===== config.mk =====
export PLATFORM = sky130hd
export DESIGN_NAME = stbyc_ctrl
export DESIGN_NICKNAME = d
export VERILOG_FILES = /design/src/stbyc_pkg.sv /design/src/stbyc_clkdiv.sv /design/src/stbyc_sync3.sv /design/src/stbyc_ctrl.sv
export VERILOG_INCLUDE_DIRS = /design/src
export SDC_FILE = /design/constraint.sdc
export NUM_CORES = 1
export LEC_CHECK = 0
export CAP_MARGIN = 20
export CORE_ASPECT_RATIO = 1.4
export CORE_MARGIN = 2
export CORE_UTILIZATION = 45
export DETAILED_ROUTE_END_ITERATION = 7
export DONT_BUFFER_PORTS = 1
export GPL_ROUTABILITY_DRIVEN = 0
export PLACE_DENSITY = 0.6
export SYNTH_ARGS = -nofsm -noshare
export SYNTH_HDL_FRONTEND = slang
export SYNTH_HIERARCHICAL = 1
export SYNTH_SLANG_ARGS = --single-unit

===== constraint.sdc =====
create_clock -name CLK -period 5.2 [get_ports CLK]
set_input_delay 0.52 -clock CLK [delete_from_list [all_inputs] [get_ports CLK]]
set_output_delay 0.52 -clock CLK [all_outputs]
set_load 0.02 [all_outputs]

===== src/stbyc_params.svh =====
/*
 * constants of the standby controller: register address, field positions,
 * reset value and timing counts.
 * assumes inclusion by bare name from the controller sources.
 */
`ifndef STBYC_PARAMS_SVH
`define STBYC_PARAMS_SVH

// ==========================================================================
// register map
`define STBYC_CTL_ADDR 20'h0_FFC0
`define STBYC_CTL_RESET 8'h30

// ==========================================================================
// field positions
`define STBYC_BIT_SUB_OSC_STOP 7
`define STBYC_BIT_CLK_SEL_HI 6
`define STBYC_BIT_CLK_SEL_LO 4
`define STBYC_BIT_MAIN_OSC_STOP 2
`define STBYC_BIT_STOP_REQ 1
`define STBYC_BIT_HALT_REQ 0
`define STBYC_CTL_WMASK 8'hF7

// ==========================================================================
// timing
`define STBYC_CONFLICT_CLKS 6
`define STBYC_DIV_W 3

`endif


===== src/stbyc_pkg.sv =====
/*
 * types of the standby controller.
 * assumes stbyc_params.svh is compiled alongside.
 */
package stbyc_pkg;
    typedef enum logic [1:0] {
        STBYC_REQ_NORMAL,
        STBYC_REQ_HALT,
        STBYC_REQ_STOP,
        STBYC_REQ_IDLE
    } stbyc_req_t;

    typedef enum logic [2:0] {
        STBYC_RUN,
        STBYC_CONFLICT,
        STBYC_HALT,
        STBYC_STOP,
        STBYC_IDLE,
        STBYC_MACRO
    } stbyc_state_t;
endpackage : stbyc_pkg


===== src/stbyc_clkdiv.sv =====
/*
 * cpu clock enable generator: divide-by 1/2/4/8 of the main clock, or a
 * pulse on every synchronised rising subsystem clock edge.
 * assumes sub_tick is already synchronous to CLK.
 */
`timescale 1ns/1ns
`default_nettype none
`include "stbyc_params.svh"

module stbyc_clkdiv (
    input wire logic clk,
    input wire logic arst_n,
    input wire logic [2:0] sel,
    input wire logic sub_tick,
    input wire logic gate,
    output var logic cpu_tick
);
    typedef struct packed {
        logic [`STBYC_DIV_W-1:0] cnt;
        logic tick;
    } stbyc_div_t;

    stbyc_div_t s_q;
    stbyc_div_t s_d;

    always_comb begin
        logic [`STBYC_DIV_W-1:0] lim;
        lim = '0;
        s_d = s_q;
        unique case (sel[1:0])
            2'b00: lim = 3'h0;
            2'b01: lim = 3'h1;
            2'b10: lim = 3'h3;
            2'b11: lim = 3'h7;
        endcase
        s_d.tick = 1'b0;
        if (gate) begin
            s_d.cnt = '0;
        end else if (sel[2]) begin
            s_d.tick = sub_tick;
        end else if (s_q.cnt >= lim) begin
            s_d.cnt = '0;
            s_d.tick = 1'b1;
        end else begin
            s_d.cnt = s_q.cnt + 3'h1;
        end
    end

    always_ff @(posedge clk or negedge arst_n) begin
        if (!arst_n) begin
            s_q <= '0;
        end else begin
            s_q <= s_d;
        end
    end

    assign cpu_tick = s_q.tick;
endmodule : stbyc_clkdiv
`default_nettype wire


===== src/stbyc_sync3.sv =====
/*
 * three-stage synchroniser with agreement of stages two and three.
 * assumes an asynchronous level input.
 */
`timescale 1ns/1ns
`default_nettype none

module stbyc_sync3 (
    input wire logic clk,
    input wire logic arst_n,
    input wire logic din,
    output var logic dout,
    output var logic rise
);
    typedef struct packed {
        logic [2:0] ff;
        logic val;
        logic rise;
    } stbyc_sync_t;

    stbyc_sync_t s_q;
    stbyc_sync_t s_d;

    always_comb begin
        s_d = s_q;
        s_d.ff = {s_q.ff[1:0], din};
        s_d.rise = 1'b0;
        // first stage is read only by the second
        if (s_q.ff[1] == s_q.ff[2] && s_q.ff[2] != s_q.val) begin
            s_d.val = s_q.ff[2];
            s_d.rise = s_q.ff[2];
        end
    end

    always_ff @(posedge clk or negedge arst_n) begin
        if (!arst_n) begin
            s_q <= '0;
        end else begin
            s_q <= s_d;
        end
    end

    assign dout = s_q.val;
    assign rise = s_q.rise;
endmodule : stbyc_sync3
`default_nettype wire


===== src/stbyc_ctrl.sv =====
/*
 * standby controller: guarded standby control register, mode sequencer,
 * oscillator and cpu clock controls.
 * assumes the cpu core presents decoded write strobes and one-cycle events
 * on CLK; the external nmi and subsystem clock come from pins.
 */
`timescale 1ns/1ns
`default_nettype none
`include "stbyc_params.svh"

module stbyc_ctrl (
    input wire logic CLK,
    input wire logic ARST_N,
    input wire logic GUARD_WR,
    input wire logic [7:0] GUARD_OP3,
    input wire logic [7:0] GUARD_OP4,
    input wire logic [19:0] GUARD_PC,
    input wire logic OTHER_WR,
    input wire logic [19:0] OTHER_ADDR,
    input wire logic [7:0] OTHER_WDATA,
    input wire logic IRQ_PEND,
    input wire logic WDT_IRQ,
    input wire logic NMI_PIN,
    input wire logic MACRO_REQ,
    input wire logic MACRO_DONE,
    input wire logic SUB_CLK_PIN,
    output logic [7:0] STANDBY_CTL_REG,
    output logic OPERR_IRQ,
    output logic [19:0] OPERR_RET_PC,
    output logic CPU_CLK_EN,
    output logic PERIPH_CLK_EN,
    output logic MAIN_OSC_EN,
    output logic SUB_OSC_EN,
    output logic CPU_ON_SUB,
    output logic FETCH_RESUME,
    output logic [2:0] STBY_STATE
);
    // ======================================================================
    // state record
    typedef struct packed {
        logic [7:0] ctl;
        stbyc_pkg::stbyc_state_t st;
        logic [2:0] cnt;
        logic operr;
        logic [19:0] ret_pc;
        logic resume;
    } stbyc_regs_t;

    stbyc_regs_t s_q;
    stbyc_regs_t s_d;

    logic nmi_rise;
    logic sub_rise;
    logic cpu_tick;
    logic cpu_gate;
    logic wake;
    logic bytes_ok;

    function automatic logic is_compl(input logic [7:0] a, input logic [7:0] b);
        is_compl = (a == ~b);
    endfunction : is_compl

    function automatic stbyc_pkg::stbyc_state_t mode_of(input logic [1:0] r);
        unique case (r)
            2'b01: mode_of = stbyc_pkg::STBYC_HALT;
            2'b10: mode_of = stbyc_pkg::STBYC_STOP;
            2'b11: mode_of = stbyc_pkg::STBYC_IDLE;
            default: mode_of = stbyc_pkg::STBYC_RUN;
        endcase
    endfunction : mode_of

    // ======================================================================
    // pins
    stbyc_sync3 u_nmi_sync (
        .clk(CLK),
        .arst_n(ARST_N),
        .din(NMI_PIN),
        .dout(),
        .rise(nmi_rise)
    );

    stbyc_sync3 u_sub_sync (
        .clk(CLK),
        .arst_n(ARST_N),
        .din(SUB_CLK_PIN),
        .dout(),
        .rise(sub_rise)
    );

    // ======================================================================
    // sequencer
    // watchdog is deliberately absent from the wake term
    assign wake = IRQ_PEND || nmi_rise;
    assign bytes_ok = is_compl(GUARD_OP3, GUARD_OP4);

    always_comb begin
        s_d = s_q;
        s_d.operr = 1'b0;
        s_d.resume = 1'b0;
        unique case (s_q.st)
            stbyc_pkg::STBYC_RUN: begin
                if (GUARD_WR && bytes_ok) begin
                    s_d.ctl = GUARD_OP4 & `STBYC_CTL_WMASK;
                    if (GUARD_OP4[1:0] != 2'b00) begin
                        if (IRQ_PEND) begin
                            s_d.ctl[1:0] = 2'b00;
                            s_d.st = stbyc_pkg::STBYC_CONFLICT;
                            s_d.cnt = '0;
                        end else begin
                            s_d.st = mode_of(GUARD_OP4[1:0]);
                        end
                    end
                end else if (GUARD_WR) begin
                    s_d.operr = 1'b1;
                    s_d.ret_pc = GUARD_PC;
                end
                // OTHER_WR deliberately has no effect here
            end
            stbyc_pkg::STBYC_CONFLICT: begin
                s_d.cnt = s_q.cnt + 3'h1;
                if (s_q.cnt == 3'(`STBYC_CONFLICT_CLKS - 2)) begin
                    s_d.st = stbyc_pkg::STBYC_RUN;
                    s_d.resume = 1'b1;
                end
            end
            stbyc_pkg::STBYC_HALT: begin
                if (wake) begin
                    s_d.ctl[1:0] = 2'b00;
                    s_d.st = stbyc_pkg::STBYC_RUN;
                    s_d.resume = 1'b1;
                end else if (MACRO_REQ) begin
                    s_d.st = stbyc_pkg::STBYC_MACRO;
                end
            end
            stbyc_pkg::STBYC_MACRO: begin
                if (MACRO_DONE) begin
                    s_d.st = stbyc_pkg::STBYC_HALT;
                end
            end
            stbyc_pkg::STBYC_STOP, stbyc_pkg::STBYC_IDLE: begin
                if (wake) begin
                    s_d.ctl[1:0] = 2'b00;
                    s_d.st = stbyc_pkg::STBYC_RUN;
                    s_d.resume = 1'b1;
                end
            end
            default: begin
                s_d.st = stbyc_pkg::STBYC_RUN;
            end
        endcase
    end

    always_ff @(posedge CLK or negedge ARST_N) begin
        if (!ARST_N) begin
            s_q.ctl <= `STBYC_CTL_RESET;
            s_q.st <= stbyc_pkg::STBYC_RUN;
            s_q.cnt <= '0;
            s_q.operr <= 1'b0;
            s_q.ret_pc <= '0;
            s_q.resume <= 1'b0;
        end else begin
            s_q <= s_d;
        end
    end

    // ======================================================================
    // clock controls
    // cpu runs in normal mode, during the conflict wait and during macro service only
    assign cpu_gate = !(s_q.st == stbyc_pkg::STBYC_RUN || s_q.st == stbyc_pkg::STBYC_CONFLICT ||
                        s_q.st == stbyc_pkg::STBYC_MACRO);

    stbyc_clkdiv u_div (
        .clk(CLK),
        .arst_n(ARST_N),
        .sel(s_q.ctl[6:4]),
        .sub_tick(sub_rise),
        .gate(cpu_gate),
        .cpu_tick(cpu_tick)
    );

    assign STANDBY_CTL_REG = s_q.ctl;
    assign OPERR_IRQ = s_q.operr;
    assign OPERR_RET_PC = s_q.ret_pc;
    assign CPU_CLK_EN = cpu_tick;
    assign PERIPH_CLK_EN = !(s_q.st == stbyc_pkg::STBYC_STOP || s_q.st == stbyc_pkg::STBYC_IDLE);
    // main oscillator stops in stop mode, or when its stop bit is set while the cpu is on the subsystem clock
    assign MAIN_OSC_EN = (s_q.st != stbyc_pkg::STBYC_STOP) &&
                         !(s_q.ctl[6] && s_q.ctl[2]);
    assign SUB_OSC_EN = !s_q.ctl[7];
    assign CPU_ON_SUB = s_q.ctl[6];
    assign FETCH_RESUME = s_q.resume;
    assign STBY_STATE = s_q.st;

    // ======================================================================
    // checks
    AST_OPERR: assert property (@(posedge CLK) disable iff (!ARST_N)
        (s_q.st == stbyc_pkg::STBYC_RUN && GUARD_WR && !bytes_ok) |=> OPERR_IRQ && $stable(STANDBY_CTL_REG))
        else $error("operand error missing");
    AST_RETPC: assert property (@(posedge CLK) disable iff (!ARST_N)
        (s_q.st == stbyc_pkg::STBYC_RUN && GUARD_WR && !bytes_ok) |=> OPERR_RET_PC == $past(GUARD_PC))
        else $error("wrong return address");
    AST_GOODWR: assert property (@(posedge CLK) disable iff (!ARST_N)
        (s_q.st == stbyc_pkg::STBYC_RUN && GUARD_WR && bytes_ok && GUARD_OP4[1:0] == 2'b00)
        |=> STANDBY_CTL_REG == ($past(GUARD_OP4) & 8'hF7))
        else $error("guarded write lost");
    AST_OTHER: assert property (@(posedge CLK) disable iff (!ARST_N)
        (OTHER_WR && !GUARD_WR) |=> $stable(STANDBY_CTL_REG) && !OPERR_IRQ)
        else $error("plain write took effect");
    AST_WDT: assert property (@(posedge CLK) disable iff (!ARST_N)
        (s_q.st == stbyc_pkg::STBYC_STOP && WDT_IRQ && !IRQ_PEND && !nmi_rise) |=> s_q.st == stbyc_pkg::STBYC_STOP)
        else $error("watchdog woke standby");
    AST_CONFLICT: assert property (@(posedge CLK) disable iff (!ARST_N)
        (s_q.st == stbyc_pkg::STBYC_RUN && GUARD_WR && bytes_ok && GUARD_OP4[1:0] != 2'b00 && IRQ_PEND)
        |-> ##[1:6] FETCH_RESUME)
        else $error("conflict resume late");
    AST_RELEASE: assert property (@(posedge CLK) disable iff (!ARST_N)
        (s_q.st == stbyc_pkg::STBYC_HALT && wake) |=> STANDBY_CTL_REG[1:0] == 2'b00 && FETCH_RESUME)
        else $error("release did not clear request");
    AST_MAINOSC: assert property (@(posedge CLK) disable iff (!ARST_N)
        (!STANDBY_CTL_REG[6] && s_q.st != stbyc_pkg::STBYC_STOP) |-> MAIN_OSC_EN)
        else $error("main oscillator stopped");
    AST_HALTCPU: assert property (@(posedge CLK) disable iff (!ARST_N)
        (s_q.st == stbyc_pkg::STBYC_HALT) [*2] |-> !CPU_CLK_EN && PERIPH_CLK_EN)
        else $error("cpu clock runs in halt");
    AST_MACRO: assert property (@(posedge CLK) disable iff (!ARST_N)
        (s_q.st == stbyc_pkg::STBYC_MACRO && MACRO_DONE) |=> s_q.st == stbyc_pkg::STBYC_HALT)
        else $error("macro did not return to halt");

    AST_STOPCLK: assert property (@(posedge CLK) disable iff (!ARST_N)
        (s_q.st == stbyc_pkg::STBYC_STOP) |-> !MAIN_OSC_EN && !PERIPH_CLK_EN)
        else $error("clocks run in stop");
    AST_IDLECLK: assert property (@(posedge CLK) disable iff (!ARST_N)
        (s_q.st == stbyc_pkg::STBYC_IDLE && !STANDBY_CTL_REG[6]) |-> MAIN_OSC_EN && !PERIPH_CLK_EN)
        else $error("idle clocks wrong");
    AST_SUBOSC: assert property (@(posedge CLK) disable iff (!ARST_N)
        SUB_OSC_EN == !STANDBY_CTL_REG[7])
        else $error("subsystem oscillator control wrong");
    AST_DROP: assert property (@(posedge CLK) disable iff (!ARST_N)
        (s_q.st == stbyc_pkg::STBYC_HALT && GUARD_WR && !wake) |=> $stable(STANDBY_CTL_REG))
        else $error("write in standby took effect");

    // ======================================================================
    // coverage
    COV_HALT: cover property (@(posedge CLK) s_q.st == stbyc_pkg::STBYC_HALT ##[1:20] FETCH_RESUME);
    COV_CONFLICT: cover property (@(posedge CLK) s_q.st == stbyc_pkg::STBYC_CONFLICT);
    COV_STOP: cover property (@(posedge CLK) s_q.st == stbyc_pkg::STBYC_STOP);
    COV_MACRO: cover property (@(posedge CLK) s_q.st == stbyc_pkg::STBYC_MACRO);
    COV_OPERR: cover property (@(posedge CLK) OPERR_IRQ);
endmodule : stbyc_ctrl
`default_nettype wire


After elaboration in Yosys (flattened, before gate mapping)
Index checks and enable logic that the tools add are counted.
- register bits after elaboration: 49
- latch bits: 0
- memory bits (writable): 0
- memory bits (read-only): 0
- input port bits: 74
- output and inout port bits: 38
- logic and storage cells: 101
- memories kept: 0
- $add $sub $neg: 2
- multiply operators: 0
- div/mod/pow operators: 0
- order comparisons: 1
- eq/ne operators: 27
- shifts and indexed selects: 0
- mux-type cells: 30
- bitwise logic cells: 2
- reduce and logical (&&, ||, !) cells: 24
- operators by type and width (operator ; count):
    $mux 21 ; 3
    $mux 3 ; 9
    $mux 8 ; 2
    $ne 2x2->1 const B ; 8
    $pmux 3 s5 ; 1
    $pmux 3 s4 ; 1
    $eq 3x3->1 const B ; 3
    $pmux 3 s3 ; 1
    $eq 2x2->1 const B ; 4
    $eq 8x8->1 ; 1
    $not 8->8 ; 1
    $reduce_and 4->1 ; 2
    $mux 1 ; 7
    $add 3x1->3 const B ; 2
    $eq 3x2->1 const B ; 2
    $pmux 2 s3 ; 1
    $pmux 3 s2 ; 1
    $reduce_and 6->1 ; 1
    $logic_and 1x1->1 ; 5
    $mux 5 ; 1
    $eq 2x1->1 const B ; 2
    $logic_or 1x1->1 ; 4
    $mux 2 ; 2
    $reduce_bool 2->1 ; 2
    16 further kinds ; 20

Depth between registers and ports, before layout
Gate-level depths: netlist of the first run.
- word-level depth: 6
- depth in mapped cells: 6
- gate-level depth less buffers: 6

Hierarchy
Netlist of the first run, hierarchy kept.
- by module, submodules not included (module ; times used ; cells an instance ; area an instance (µm²) ; seq. area each (µm²)):
    stbyc_ctrl ; 1 ; 196 ; 2102.0 ; 878.3
    stbyc_clkdiv ; 1 ; 31 ; 292.8 ; 100.1
    stbyc_sync3 ; 2 ; 7 ; 146.4 ; 125.1

Worst setup path before layout of the first run
OpenSTA, ideal clock, no wires.
- path kind: input to register
- from: in GUARD_OP4[0]
- to: reg s_q, in the netlist OPERR_RET_PC[1]
- library setup time: 125 ps
- arrival: 1634 ps
- data required time: 5075 ps
- slack: 3441 ps
- cell stages on the path: 5
- buffers on the path: 1
- path through: xor2_1 > nand4_2 > o31ai_4 > buf_6 > mux2_2
- word-level cells in the longest chain between the ends: 5
- ends and longest elaborated chain (what ; RTL line ; RTL):
    start, declared ; stbyc_ctrl.sv:16 ; input wire logic [7:0] GUARD_OP4,
    $not 8->8 ; stbyc_ctrl.sv:60 ; is_compl = (a == ~b);
    $eq 8x8->1 ; stbyc_ctrl.sv:60 ;
    $logic_and 1x1->1 ; stbyc_ctrl.sv:102 ; if (GUARD_WR && bytes_ok) begin
    $not 1->1 (no source line) ; - ;
    $reduce_and 3->1 (no source line) ; - ;
    end, declared ; stbyc_ctrl.sv:49 ; stbyc_regs_t s_q;
No other way between the ends.
A chain may end at the register's enable or synchronous reset.

Final worst setup path of the first run
- from: reg s_q, in the netlist STBY_STATE[2]
- to: out PERIPH_CLK_EN
- word-level cells in the longest chain between the ends: 3
- elaborated cells on any way between the ends: 4
- those cells by class: 2 x eq/ne; 2 x reduce/logical
- ends and longest elaborated chain (what ; RTL line ; RTL):
    $eq 3x2->1 / $eq 3x3->1 (equally long branches) ; stbyc_ctrl.sv:185 ; assign PERIPH_CLK_EN = !(s_q.st == stbyc_pkg::STBYC_STOP || s_q.st == stbyc_pkg::STBYC_IDLE);
    $logic_or 1x1->1 (*) ; stbyc_ctrl.sv:185 ;
    $logic_not 1->1 (*) ; stbyc_ctrl.sv:185 ;
    end, declared ; stbyc_ctrl.sv:31 ; output logic PERIPH_CLK_EN,
Every way passes the cells marked *; elsewhere a longest branch is shown, timed or not.

==> results.sh, run 1 <==
export IMPL_synth_warnings=6
export IMPL_finalCriticalPeriod_ns=2.45
export IMPL_worstPathRequired_ns=4.68
export IMPL_stdcell_area_sq_um=2630
export IMPL_reg2reg_slack_ns=3.02
export IMPL_cts_tree="built"
export IMPL_dr_pass1_iters=4
export IMPL_yosys_register_bits=49
export IMPL_final_cell_mix="dfrtp_1 (47), mux2_2 (25), nand2_1 (15), inv_1 (13)"
export IMPL_grt_pass1_wl_um=7810
export IMPL_ir_drop_v=0.000134
export IMPL_final_max_slew_viol_count=0
export IMPL_synth_cell_types=52
export IMPL_p_total_uw=839
export IMPL_first_iter_violations=112
export IMPL_drc_errors=0
export IMPL_tns_ns=0
export IMPL_synth_area_sq_um=2690
export IMPL_clk_insertion_delay_late_ns=0.30
export IMPL_hp_class="input pin to async pin"
export IMPL_die_area_sq_um=6620
export IMPL_drtAntennaViolNets=0
export IMPL_rsz0062_at_grt="false"
export IMPL_yosys_top_cells_area="dfrtp_1 (44%), mux2_2 (10%), buf_4 (8.7%)"
export IMPL_synth_main_ff_cell="dfrtp_1"
export IMPL_final_setup_skew_ns=0.00811
export IMPL_track_usage_pct=15.3
export IMPL_clockBufferDepth=2
export IMPL_pin_count=112
export IMPL_cts_sinks=49
export IMPL_critPathCaptureType="primary output"
export IMPL_viasPerCell=5.55
export IMPL_htree_num_levels=2
export IMPL_synthArstFlopShare_pct=100
export IMPL_cts_root_buffer="clkbuf_8"
export IMPL_start_util_pct=46.2
export IMPL_worst_endpoint_arrival_ns=1.93
export IMPL_path_clk_slew_ns=0.10
export IMPL_antenna_cells=0
export IMPL_die_x_um=69.3
export IMPL_rows=33
export IMPL_avgRoutedWirePerCell_um=17.2
export IMPL_critical_path_startpoint_type="flip-flop"
export IMPL_synth_edf_count=0
export IMPL_crit_fanout=17
export IMPL_area_growth_pct=-2.28
export IMPL_fillers=534
export IMPL_crit_type="flip-flop to primary output"
export IMPL_max_slew_margin_pct=34.0
export IMPL_synth_avg_cell_area_sq_um=11.2
export IMPL_leakage_nw=1.14
export IMPL_grt_max_degree=48
export IMPL_drv_cap=0
export IMPL_worst_slew_pin_slew_ns=0.990
export IMPL_antenna_found_initial=0
export IMPL_routed_wirelength_um=4850
export IMPL_drive_above_1_share_pct=23.2
export IMPL_grt_pass1_vias=1585
export IMPL_portBuffers=0
export IMPL_yosys_area_top_type="dfrtp_1"
export IMPL_hpwl_um=3470
export IMPL_overflow=0
export IMPL_num_vias=1560
export IMPL_core_area_sq_um=5820
export IMPL_hold_viol=0
export IMPL_num_nets_final=292
export IMPL_die_h_um=95.4
export IMPL_placed_area_sq_um=2490
export IMPL_yosysSeqAreaShare_pct=45.7
export IMPL_syn_nets=323
export IMPL_final_common_cell="dfrtp_1"
export IMPL_power_density_nw_per_um2=320
export IMPL_numCtsBuffers=5
export IMPL_synth_top_area_share_pct=43.8
export IMPL_outcome="complete, no violations"
export IMPL_setup_viol=0
export IMPL_period_share_pct=47.1
export IMPL_finalHoldWorstSlack_ns=0.0482
export IMPL_fmaxAchievable_mhz=408
export IMPL_synthCells=241
final timing paths:
kind                                             endpoint  cells past startpoint                   startpoint
max                                         PERIPH_CLK_EN                      3    STBY_STATE[2]$_DFFE_PN0P_
min                        STANDBY_CTL_REG[5]$_DFFE_PN1P_                      0                       ARST_N
max reg2reg                  OPERR_RET_PC[19]$_DFFE_PN0P_                      4    STBY_STATE[2]$_DFFE_PN0P_
min reg2reg                   u_sub_sync/s_d[4]$_DFF_PN0_                      0  u_sub_sync/s_d[3]$_DFF_PN0_
max in group asynchronous     OPERR_RET_PC[7]$_DFFE_PN0P_                      1                       ARST_N
min in group CLK              u_nmi_sync/s_d[3]$_DFF_PN0_                      0                      NMI_PIN
layout make-up:
type                    count  area (sq um)  area share, %
clock buffers               6          72.6           2.76
clock inverters             2          38.8           1.48
inverters                  13          48.8           1.86
multi-input cells         140          1120           42.7
flip-flops and latches     49          1230           46.8
well taps                  70          87.6           3.33
repair buffers              1          27.5           1.05
state kept, by name (all words and copies together) (netlist names):
register         flops
OPERR_IRQ            1
u_nmi_sync/s_q       1
FETCH_RESUME         1
u_div/s_q            3
STANDBY_CTL_REG      7
STBY_STATE           3
u_sub_sync/s_q       1
u_nmi_sync/rise      1
u_nmi_sync/dout      1
u_nmi_sync/s_d       2
s_q                  3
u_sub_sync/s_d       2
u_div/cpu_tick       1
u_sub_sync/rise      1
OPERR_RET_PC        20
u_sub_sync/dout      1
metal layers:
| metal | vias to the layer above | global-route usage [%] | wire length, um |
|---|---|---|---|
| met1 | 741 | 18.4 | 1990 |
| met2 | 65 | 25.4 | 2390 |
| met4 | 0 | 5.88 | 76 |
| met5 | - | 0 | 0 |
| li1 | 748 | - | - |
| met3 | 6 | 5.18 | 390 |
synth_stat cells, types with 4 or more instances:
cell / number
nor2_1: 4
mux2_2: 25
o21ai_0: 8
nand3_1: 4
xor2_1: 8
dfrtp_1: 47
a21oi_1: 5
buf_4: 31
nor2b_1: 5
inv_1: 13
ha_1: 8
nand2b_1: 4
nand2_1: 15
report_power, final:
part	switching [mW]	internal, mW	leakage (nW)	total [mW]
Sequential	0.0551	0.416	0.590	0.471
Combinational	0.0450	0.0456	0.493	0.0906
Clock	0.133	0.145	0.0554	0.277
stage by stage:
stage                     util [%]  worst slack, ns  instances
after floorplan                  -             3.44        241
after global placement        42.7             2.77        272
final                         45.1             2.75        281
after detailed placement      42.7             2.80        272
after global routing          45.1             2.64        281
after CTS                     45.1             2.73        281
critical path, cell delays in order, from the launching register on:
cell and delay, ns:
dfrtp_1 0.77, nor2b_1 0.23, and2_1 0.24, a21oi_1 0.38
kinds of logic (layout without fill, tap and decap cells):
group / after synthesis / count (layout) / synth area share (%)
muxes: 26 / 26 / 10.9
adders and majority gates: 10 / 10 / 4.56
xor gates and xnor gates: 8 / 8 / 2.61
AOI/OAI and AO/OA: 36 / 36 / 10.3
DFF: 49 / 49 / 45.7
and+or+nand+nor: 59 / 59 / 13.3
other: 1 / 1 / 0.140
buffers and inverters: 52 / 22 / 12.5
what timing repair did:
action / 4_1_cts / 5_1_grt
endpoints found under the hold margin: 47 / 0
gates resized for setup: 0 / 0
hold buffers: 1 / 0
buffers inserted: 0 / 0
No activity file was read; power rests on OpenSTA's default activity.
==> run 2: changes to the inputs <==
--- a/config.mk
+++ b/config.mk
@@ -6,6 +6,7 @@
 export SDC_FILE = /design/constraint.sdc
 export NUM_CORES = 1
 export LEC_CHECK = 0
+export ABC_AREA = 1
 export CAP_MARGIN = 20
 export CORE_ASPECT_RATIO = 1.4
 export CORE_MARGIN = 2
==> constraint.sdc (replaced) <==
create_clock -name CLK -period 2.4 [get_ports CLK]
set_input_delay 0.24 -clock CLK [delete_from_list [all_inputs] [get_ports CLK]]
set_output_delay 0.24 -clock CLK [all_outputs]
set_load 0.02 [all_outputs]
==> results.sh, run 2 <==
export IMPL_overflow=0
export IMPL_critical_path_startpoint_type="flip-flop"
export IMPL_worst_slack_ns=0.589
export IMPL_viasPerCell=4.88
export IMPL_synth_edf_count=0
export IMPL_cts_sinks=49
export IMPL_antenna_cells=0
export IMPL_synth_top_family_by_area="simple AND/OR/NAND/NOR gates"
export IMPL_synth_avg_cell_area_sq_um=8.08
export IMPL_drtAntennaViolNets=0
export IMPL_yosys_area_top_type="dfrtp_1"
export IMPL_drive_above_1_share_pct=12.5
export IMPL_worstPathRequired_ns=2.16
export IMPL_yosysSeqAreaShare_pct=46.5
export IMPL_syn_nets=409
export IMPL_clockBufferDepth=2
export IMPL_synth_area_sq_um=2640
export IMPL_stdcell_area_sq_um=2650
export IMPL_synth_fa_ha_area_share_pct=3.79
export IMPL_critPathMaxStageDelay_ns=0.61
export IMPL_path_clk_slew_ns=0.09
export IMPL_yosys_top_cells_area="dfrtp_1 (45%), nand2_1 (17%), buf_4 (8.8%)"
export IMPL_worst_endpoint_arrival_ns=1.57
export IMPL_crit_fanout=7
export IMPL_routed_wirelength_um=4760
export IMPL_placed_area_sq_um=2480
export IMPL_synth_compound_area_share_pct=6.11
export IMPL_setup_viol=0
export IMPL_final_common_cell="nand2_1"
export IMPL_cp_slowest_cell="dfrtp_1"
export IMPL_htree_num_levels=2
export IMPL_synthArstFlopShare_pct=100
export IMPL_final_max_slew_viol_count=0
export IMPL_period_share_pct=75.5
export IMPL_yosys_register_bits=49
export IMPL_leakage_nw=1.42
export IMPL_final_setup_skew_ns=0.00525
export IMPL_rsz0062_at_grt="false"
export IMPL_avgRoutedWirePerCell_um=12.7
export IMPL_core_area_sq_um=5780
export IMPL_synth_top_area_share_pct=44.5
export IMPL_outcome="complete, no violations"
export IMPL_area_growth_pct=0.142
export IMPL_die_x_um=68.8
export IMPL_cp_num_buf_inv=1
export IMPL_synth_warnings=6
export IMPL_yosys_cell_count_top_type="nand2_1"
export IMPL_finalCriticalPeriod_ns=1.81
export IMPL_portBuffers=0
export IMPL_dr_pass1_iters=4
export IMPL_ir_drop_v=0.000658
export IMPL_grt_pass1_vias=1745
export IMPL_die_h_um=94.7
export IMPL_post_cts_resized=0
export IMPL_synth_commonest_cells="nand2_1 (117), dfrtp_1 (47), inv_1 (35)"
export IMPL_worst_slew_pin_slew_ns=0.565
export IMPL_seq_area_sq_um=1230
export IMPL_fin_cells=374
export IMPL_track_usage_pct=15.7
export IMPL_power_density_nw_per_um2=1220
export IMPL_synthCells=327
export IMPL_antenna_found_initial=0
export IMPL_pin_count=112
export IMPL_grt_max_degree=50
export IMPL_cts_tree="built"
export IMPL_num_nets_final=386
export IMPL_fillers=590
export IMPL_fmaxAchievable_mhz=552
export IMPL_worstPathCellList="inv_2, nand2_2, nor2_2, a21oi_1"
export IMPL_first_iter_violations=57
export IMPL_clk_insertion_delay_late_ns=0.29
export IMPL_drv_cap=0
export IMPL_cts_root_buffer="clkbuf_8"
export IMPL_tns_ns=0
export IMPL_dp_cells=363
export IMPL_multiInputGateArea_sq_um=1010
export IMPL_preCtsSetupSlack_ns=0.655
export IMPL_hp_class="input pin to flip-flop"
export IMPL_hold_viol=0
export IMPL_max_slew_margin_pct=62.4
export IMPL_final_cell_mix="nand2_1 (117), dfrtp_1 (47), inv_1 (35), nor2_1 (20), o21ai_0 (10)"
export IMPL_start_util_pct=45.7
export IMPL_crit_type="flip-flop to primary output"
export IMPL_synthMuxAreaShare_pct=0
export IMPL_drc_errors=0
export IMPL_die_area_sq_um=6510
export IMPL_synthSimpleGateAreaFrac_pct=28.0
export IMPL_synth_cell_types=27
export IMPL_hpwl_um=3470
export IMPL_numCtsBuffers=5
export IMPL_critPathCaptureType="primary output"
export IMPL_cp_top_family="flip-flops"
export IMPL_synth_main_ff_cell="dfrtp_1"
export IMPL_num_vias=1824
export IMPL_rows=33
export IMPL_largest_register_ffs=20
export IMPL_synth_xor_area_share_pct=0.331
export IMPL_grt_pass1_wl_um=7560
## run 2: cell types whose count changed in the layout (fill, tap and decap cells not counted), moves of 4 or more
cell	before	now
nand2_2	0	4
nand2b_1	4	0
nor2b_1	5	0
inv_1	13	35
xor2_1	8	1
inv_2	0	4
mux2_2	25	0
nand2_1	15	117
nor2_1	4	20
nand4_1	1	6
nor2_4	0	5
## run 2: through the flow
stage	hold WS, ns	utilization, %	power (mW)
after detailed placement	-0.0545	43.0	2.66
after floorplan	-0.0556	-	2.72
after global routing	0.0342	45.8	3.50
after CTS	0.0413	45.8	3.27
after global placement	-0.0546	43.0	2.63
final	0.0529	45.8	3.22
## run 2: cells by family (layout without fill, tap and decap cells)
logic type               Yosys count  count (layout)
flip-flops                        49              49
buffers and inverters             74              51
XOR/XNOR                           1               1
adder cells (fa/ha/maj)            8               8
AND/OR/NAND/NOR                  168             168
AO/OA/AOI/OAI                     26              26
other                              1               1
## run 2: timing repair
action	4_1_cts	5_1_grt
hold buffers	4	0
endpoints found under the hold margin	51	0
setup buffers	0	0
## run 2: per-layer routing
layer  part of all wire, %  up-vias  track usage, %
li1                      -      930               -
met1                    40      814            17.0
met2                    50       75            27.8
met3                   8.5        5            5.24
met4                   1.5        0            5.39
met5                     0        -               0
## run 2: path summary, 6_finish.rpt
check,startpoint,depth (start not counted),to,slack [ns]
worst max-delay path,STBY_STATE[2]$_DFFE_PN0P_,4,MAIN_OSC_EN,0.59
min in group asynchronous,ARST_N,2,STBY_STATE[1]$_DFFE_PN0P_,0.45
worst min-delay path,GUARD_PC[9],2,OPERR_RET_PC[9]$_DFFE_PN0P_,0.05
worst max register to register,STBY_STATE[2]$_DFFE_PN0P_,9,STBY_STATE[2]$_DFFE_PN0P_,0.64
worst min register to register,u_nmi_sync/s_d[3]$_DFF_PN0_,0,u_nmi_sync/s_d[4]$_DFF_PN0_,0.35
max in group asynchronous,ARST_N,2,STANDBY_CTL_REG[5]$_DFFE_PN1P_,1.66
## run 2: report_power, final
group          internal, mW  switching (mW)
Clock                 0.303           0.264
Combinational         0.353           0.691
Sequential             1.10           0.508
## run 2: final cells by class
type,count,area share (%)
flip-flops and latches,49,46.4
multi-input cells,204,38.3
inverters,39,5.53
well taps,70,3.31
clock buffers,5,2.60
repair buffers,5,2.46
clock inverters,2,1.32
==> run 3: changes to the inputs <==
--- a/config.mk
+++ b/config.mk
@@ -6,7 +6,7 @@
 export SDC_FILE = /design/constraint.sdc
 export NUM_CORES = 1
 export LEC_CHECK = 0
-export ABC_AREA = 1
+export ABC_AREA = 0
 export CAP_MARGIN = 20
 export CORE_ASPECT_RATIO = 1.4
 export CORE_MARGIN = 2
==> constraint.sdc (replaced) <==
create_clock -name CLK -period 1.89 [get_ports CLK]
set_input_delay 0.189 -clock CLK [delete_from_list [all_inputs] [get_ports CLK]]
set_output_delay 0.189 -clock CLK [all_outputs]
set_load 0.02 [all_outputs]
==> results.sh, run 3 (synthesis results as in run 1) <==
export IMPL_outcome="complete, no violations"
export IMPL_critical_path_startpoint_type="flip-flop"
export IMPL_grt_pass1_vias=1591
export IMPL_crit_type="flip-flop to primary output"
export IMPL_core_area_sq_um=5820
export IMPL_drive_above_1_share_pct=26.9
export IMPL_drc_errors=0
export IMPL_rsz0062_at_grt="false"
export IMPL_num_vias=1608
export IMPL_seq_area_sq_um=1230
export IMPL_fillers=542
export IMPL_final_common_cell="dfrtp_1"
export IMPL_clockBufferDepth=2
export IMPL_critPathCaptureType="primary output"
export IMPL_final_cell_mix="dfrtp_1 (47), mux2_2 (25), nand2_1 (15), inv_1 (13)"
export IMPL_final_max_slew_viol_count=0
export IMPL_dr_pass1_iters=6
export IMPL_grt_max_degree=50
export IMPL_holdPathStages=1
export IMPL_largest_register_ffs=20
export IMPL_pin_count=112
export IMPL_area_growth_pct=2.23
export IMPL_period_share_pct=92.2
export IMPL_crit_fanout=14
export IMPL_num_nets_final=304
export IMPL_start_util_pct=46.2
export IMPL_rows=33
export IMPL_worst_slew_pin_slew_ns=0.558
export IMPL_max_slew_margin_pct=62.7
export IMPL_numCtsBuffers=5
export IMPL_antenna_cells=0
export IMPL_antenna_found_initial=0
export IMPL_hp_class="input pin to flip-flop"
export IMPL_ir_drop_v=0.000532
export IMPL_tns_ns=0
export IMPL_setup_viol=0
export IMPL_reg2reg_slack_ns=0.20
export IMPL_viasPerCell=5.49
export IMPL_drtAntennaViolNets=0
export IMPL_portBuffers=0
export IMPL_clk_insertion_delay_late_ns=0.30
export IMPL_hpwl_um=3530
export IMPL_htree_num_levels=2
export IMPL_drv_cap=0
export IMPL_die_area_sq_um=6620
export IMPL_rr_worst_depth=5
export IMPL_multiInputGateArea_sq_um=1120
export IMPL_worstPathRequired_ns=1.70
export IMPL_hold_viol=0
export IMPL_die_x_um=69.3
export IMPL_routed_wirelength_um=4750
export IMPL_power_density_nw_per_um2=853
export IMPL_avgRoutedWirePerCell_um=16.2
export IMPL_worst_endpoint_arrival_ns=1.55
export IMPL_grt_pass1_wl_um=7600
export IMPL_die_h_um=95.4
export IMPL_cts_sinks=49
export IMPL_hp_start="GUARD_PC[19]"
export IMPL_overflow=0
export IMPL_fmaxAchievable_mhz=574
export IMPL_final_setup_skew_ns=0.00660
export IMPL_finalCriticalPeriod_ns=1.74
export IMPL_cts_root_buffer="clkbuf_8"
export IMPL_timing_rr_start="STBY_STATE[2]$_DFFE_PN0P_"
export IMPL_reg2reg_to="u_div/s_q[1]$_DFFE_PN0P_"
export IMPL_p_total_mw=2.34
export IMPL_min_to="OPERR_RET_PC[19]$_DFFE_PN0P_"
export IMPL_leakage_nw=1.20
export IMPL_path_clk_slew_ns=0.09
export IMPL_first_iter_violations=48
export IMPL_track_usage_pct=14.8
export IMPL_cts_tree="built"
==> run 3: changes by cell type in the layout (fill, tap and decap cells not counted), sizes merged, moves of 4 or more <==
cell | previous run | this run
a21oi | 10 | 5
buf | 2 | 10
inv | 39 | 13
mux2 | 0 | 26
nand2 | 121 | 15
nand2b | 0 | 4
nand3 | 9 | 4
nand4 | 7 | 2
nor2 | 28 | 4
nor2b | 0 | 5
o21ai | 13 | 9
xor2 | 1 | 8
==> run 3: stage by stage <==
stage               util (%)  area [sq um]  hold slack (ns)  setup WS [ns]  instances
floorplan                  -          2690           -0.107          0.239        241
global placement        44.1          2570           -0.105          0.227        281
detailed placement      44.1          2570           -0.105          0.213        281
CTS                     47.2          2750          0.00755         0.0261        293
global route            47.2          2750          0.00843         0.0225        293
finish                  47.2          2750           0.0190          0.148        293
==> run 3: report_power, final <==
| group | switching (mW) | internal [mW] |
|---|---|---|
| Combinational | 0.133 | 0.136 |
| Clock | 0.354 | 0.430 |
| Sequential | 0.145 | 1.15 |
==> run 3: worst max-delay path by stage <==
stage	from	end	slack, ns	cells after the start
2_1_floorplan	STBY_STATE[1]$_DFFE_PN0P_	OPERR_RET_PC[19]$_DFFE_PN0P_	0.24	5
3_3_place_gp	STBY_STATE[2]$_DFFE_PN0P_	u_div/s_q[1]$_DFFE_PN0P_	0.23	5
3_5_place_dp	STANDBY_CTL_REG[5]$_DFFE_PN1P_	u_div/s_q[2]$_DFFE_PN0P_	0.21	5
4_1_cts	STBY_STATE[1]$_DFFE_PN0P_	MAIN_OSC_EN	0.03	5
5_1_grt	STBY_STATE[1]$_DFFE_PN0P_	MAIN_OSC_EN	0.02	5
6_report	STBY_STATE[1]$_DFFE_PN0P_	MAIN_OSC_EN	0.15	5
==> run 3: layout make-up <==
class	count	area share (%)
inverter	13	1.78
clock inverter	2	1.37
sequential	49	44.7
timing repair buffer	13	5.01
clock buffer	6	3.01
tap	70	3.19
multi-input combinational	140	40.9
==> run 3: metal layers <==
metal	vias to the layer above	routed length [um]	global-route usage [%]	part of all wire (%)
li1	772	-	-	-
met1	773	1940	16.2	41
met2	57	2380	26.5	50
met3	6	361	5.07	7.6
met4	0	74	5.39	1.6
met5	-	0	0	0
==> run 3: timing repair <==
| item | CTS | global route |
|---|---|---|
| resized for setup | 0 | 1 |
| endpoints found under the setup margin | 0 | 2 |
| hold buffers | 4 | 0 |
| setup buffers | 0 | 0 |
| hold endpoints to repair | 51 | 0 |
==> run 3: worst max-delay path, stage by stage, from the launching register on <==
cell     delay [ns]
dfrtp_1        0.35
buf_4          0.21
nor2b_2        0.27
and2_1         0.20
a21oi_1        0.05
buf_4          0.17
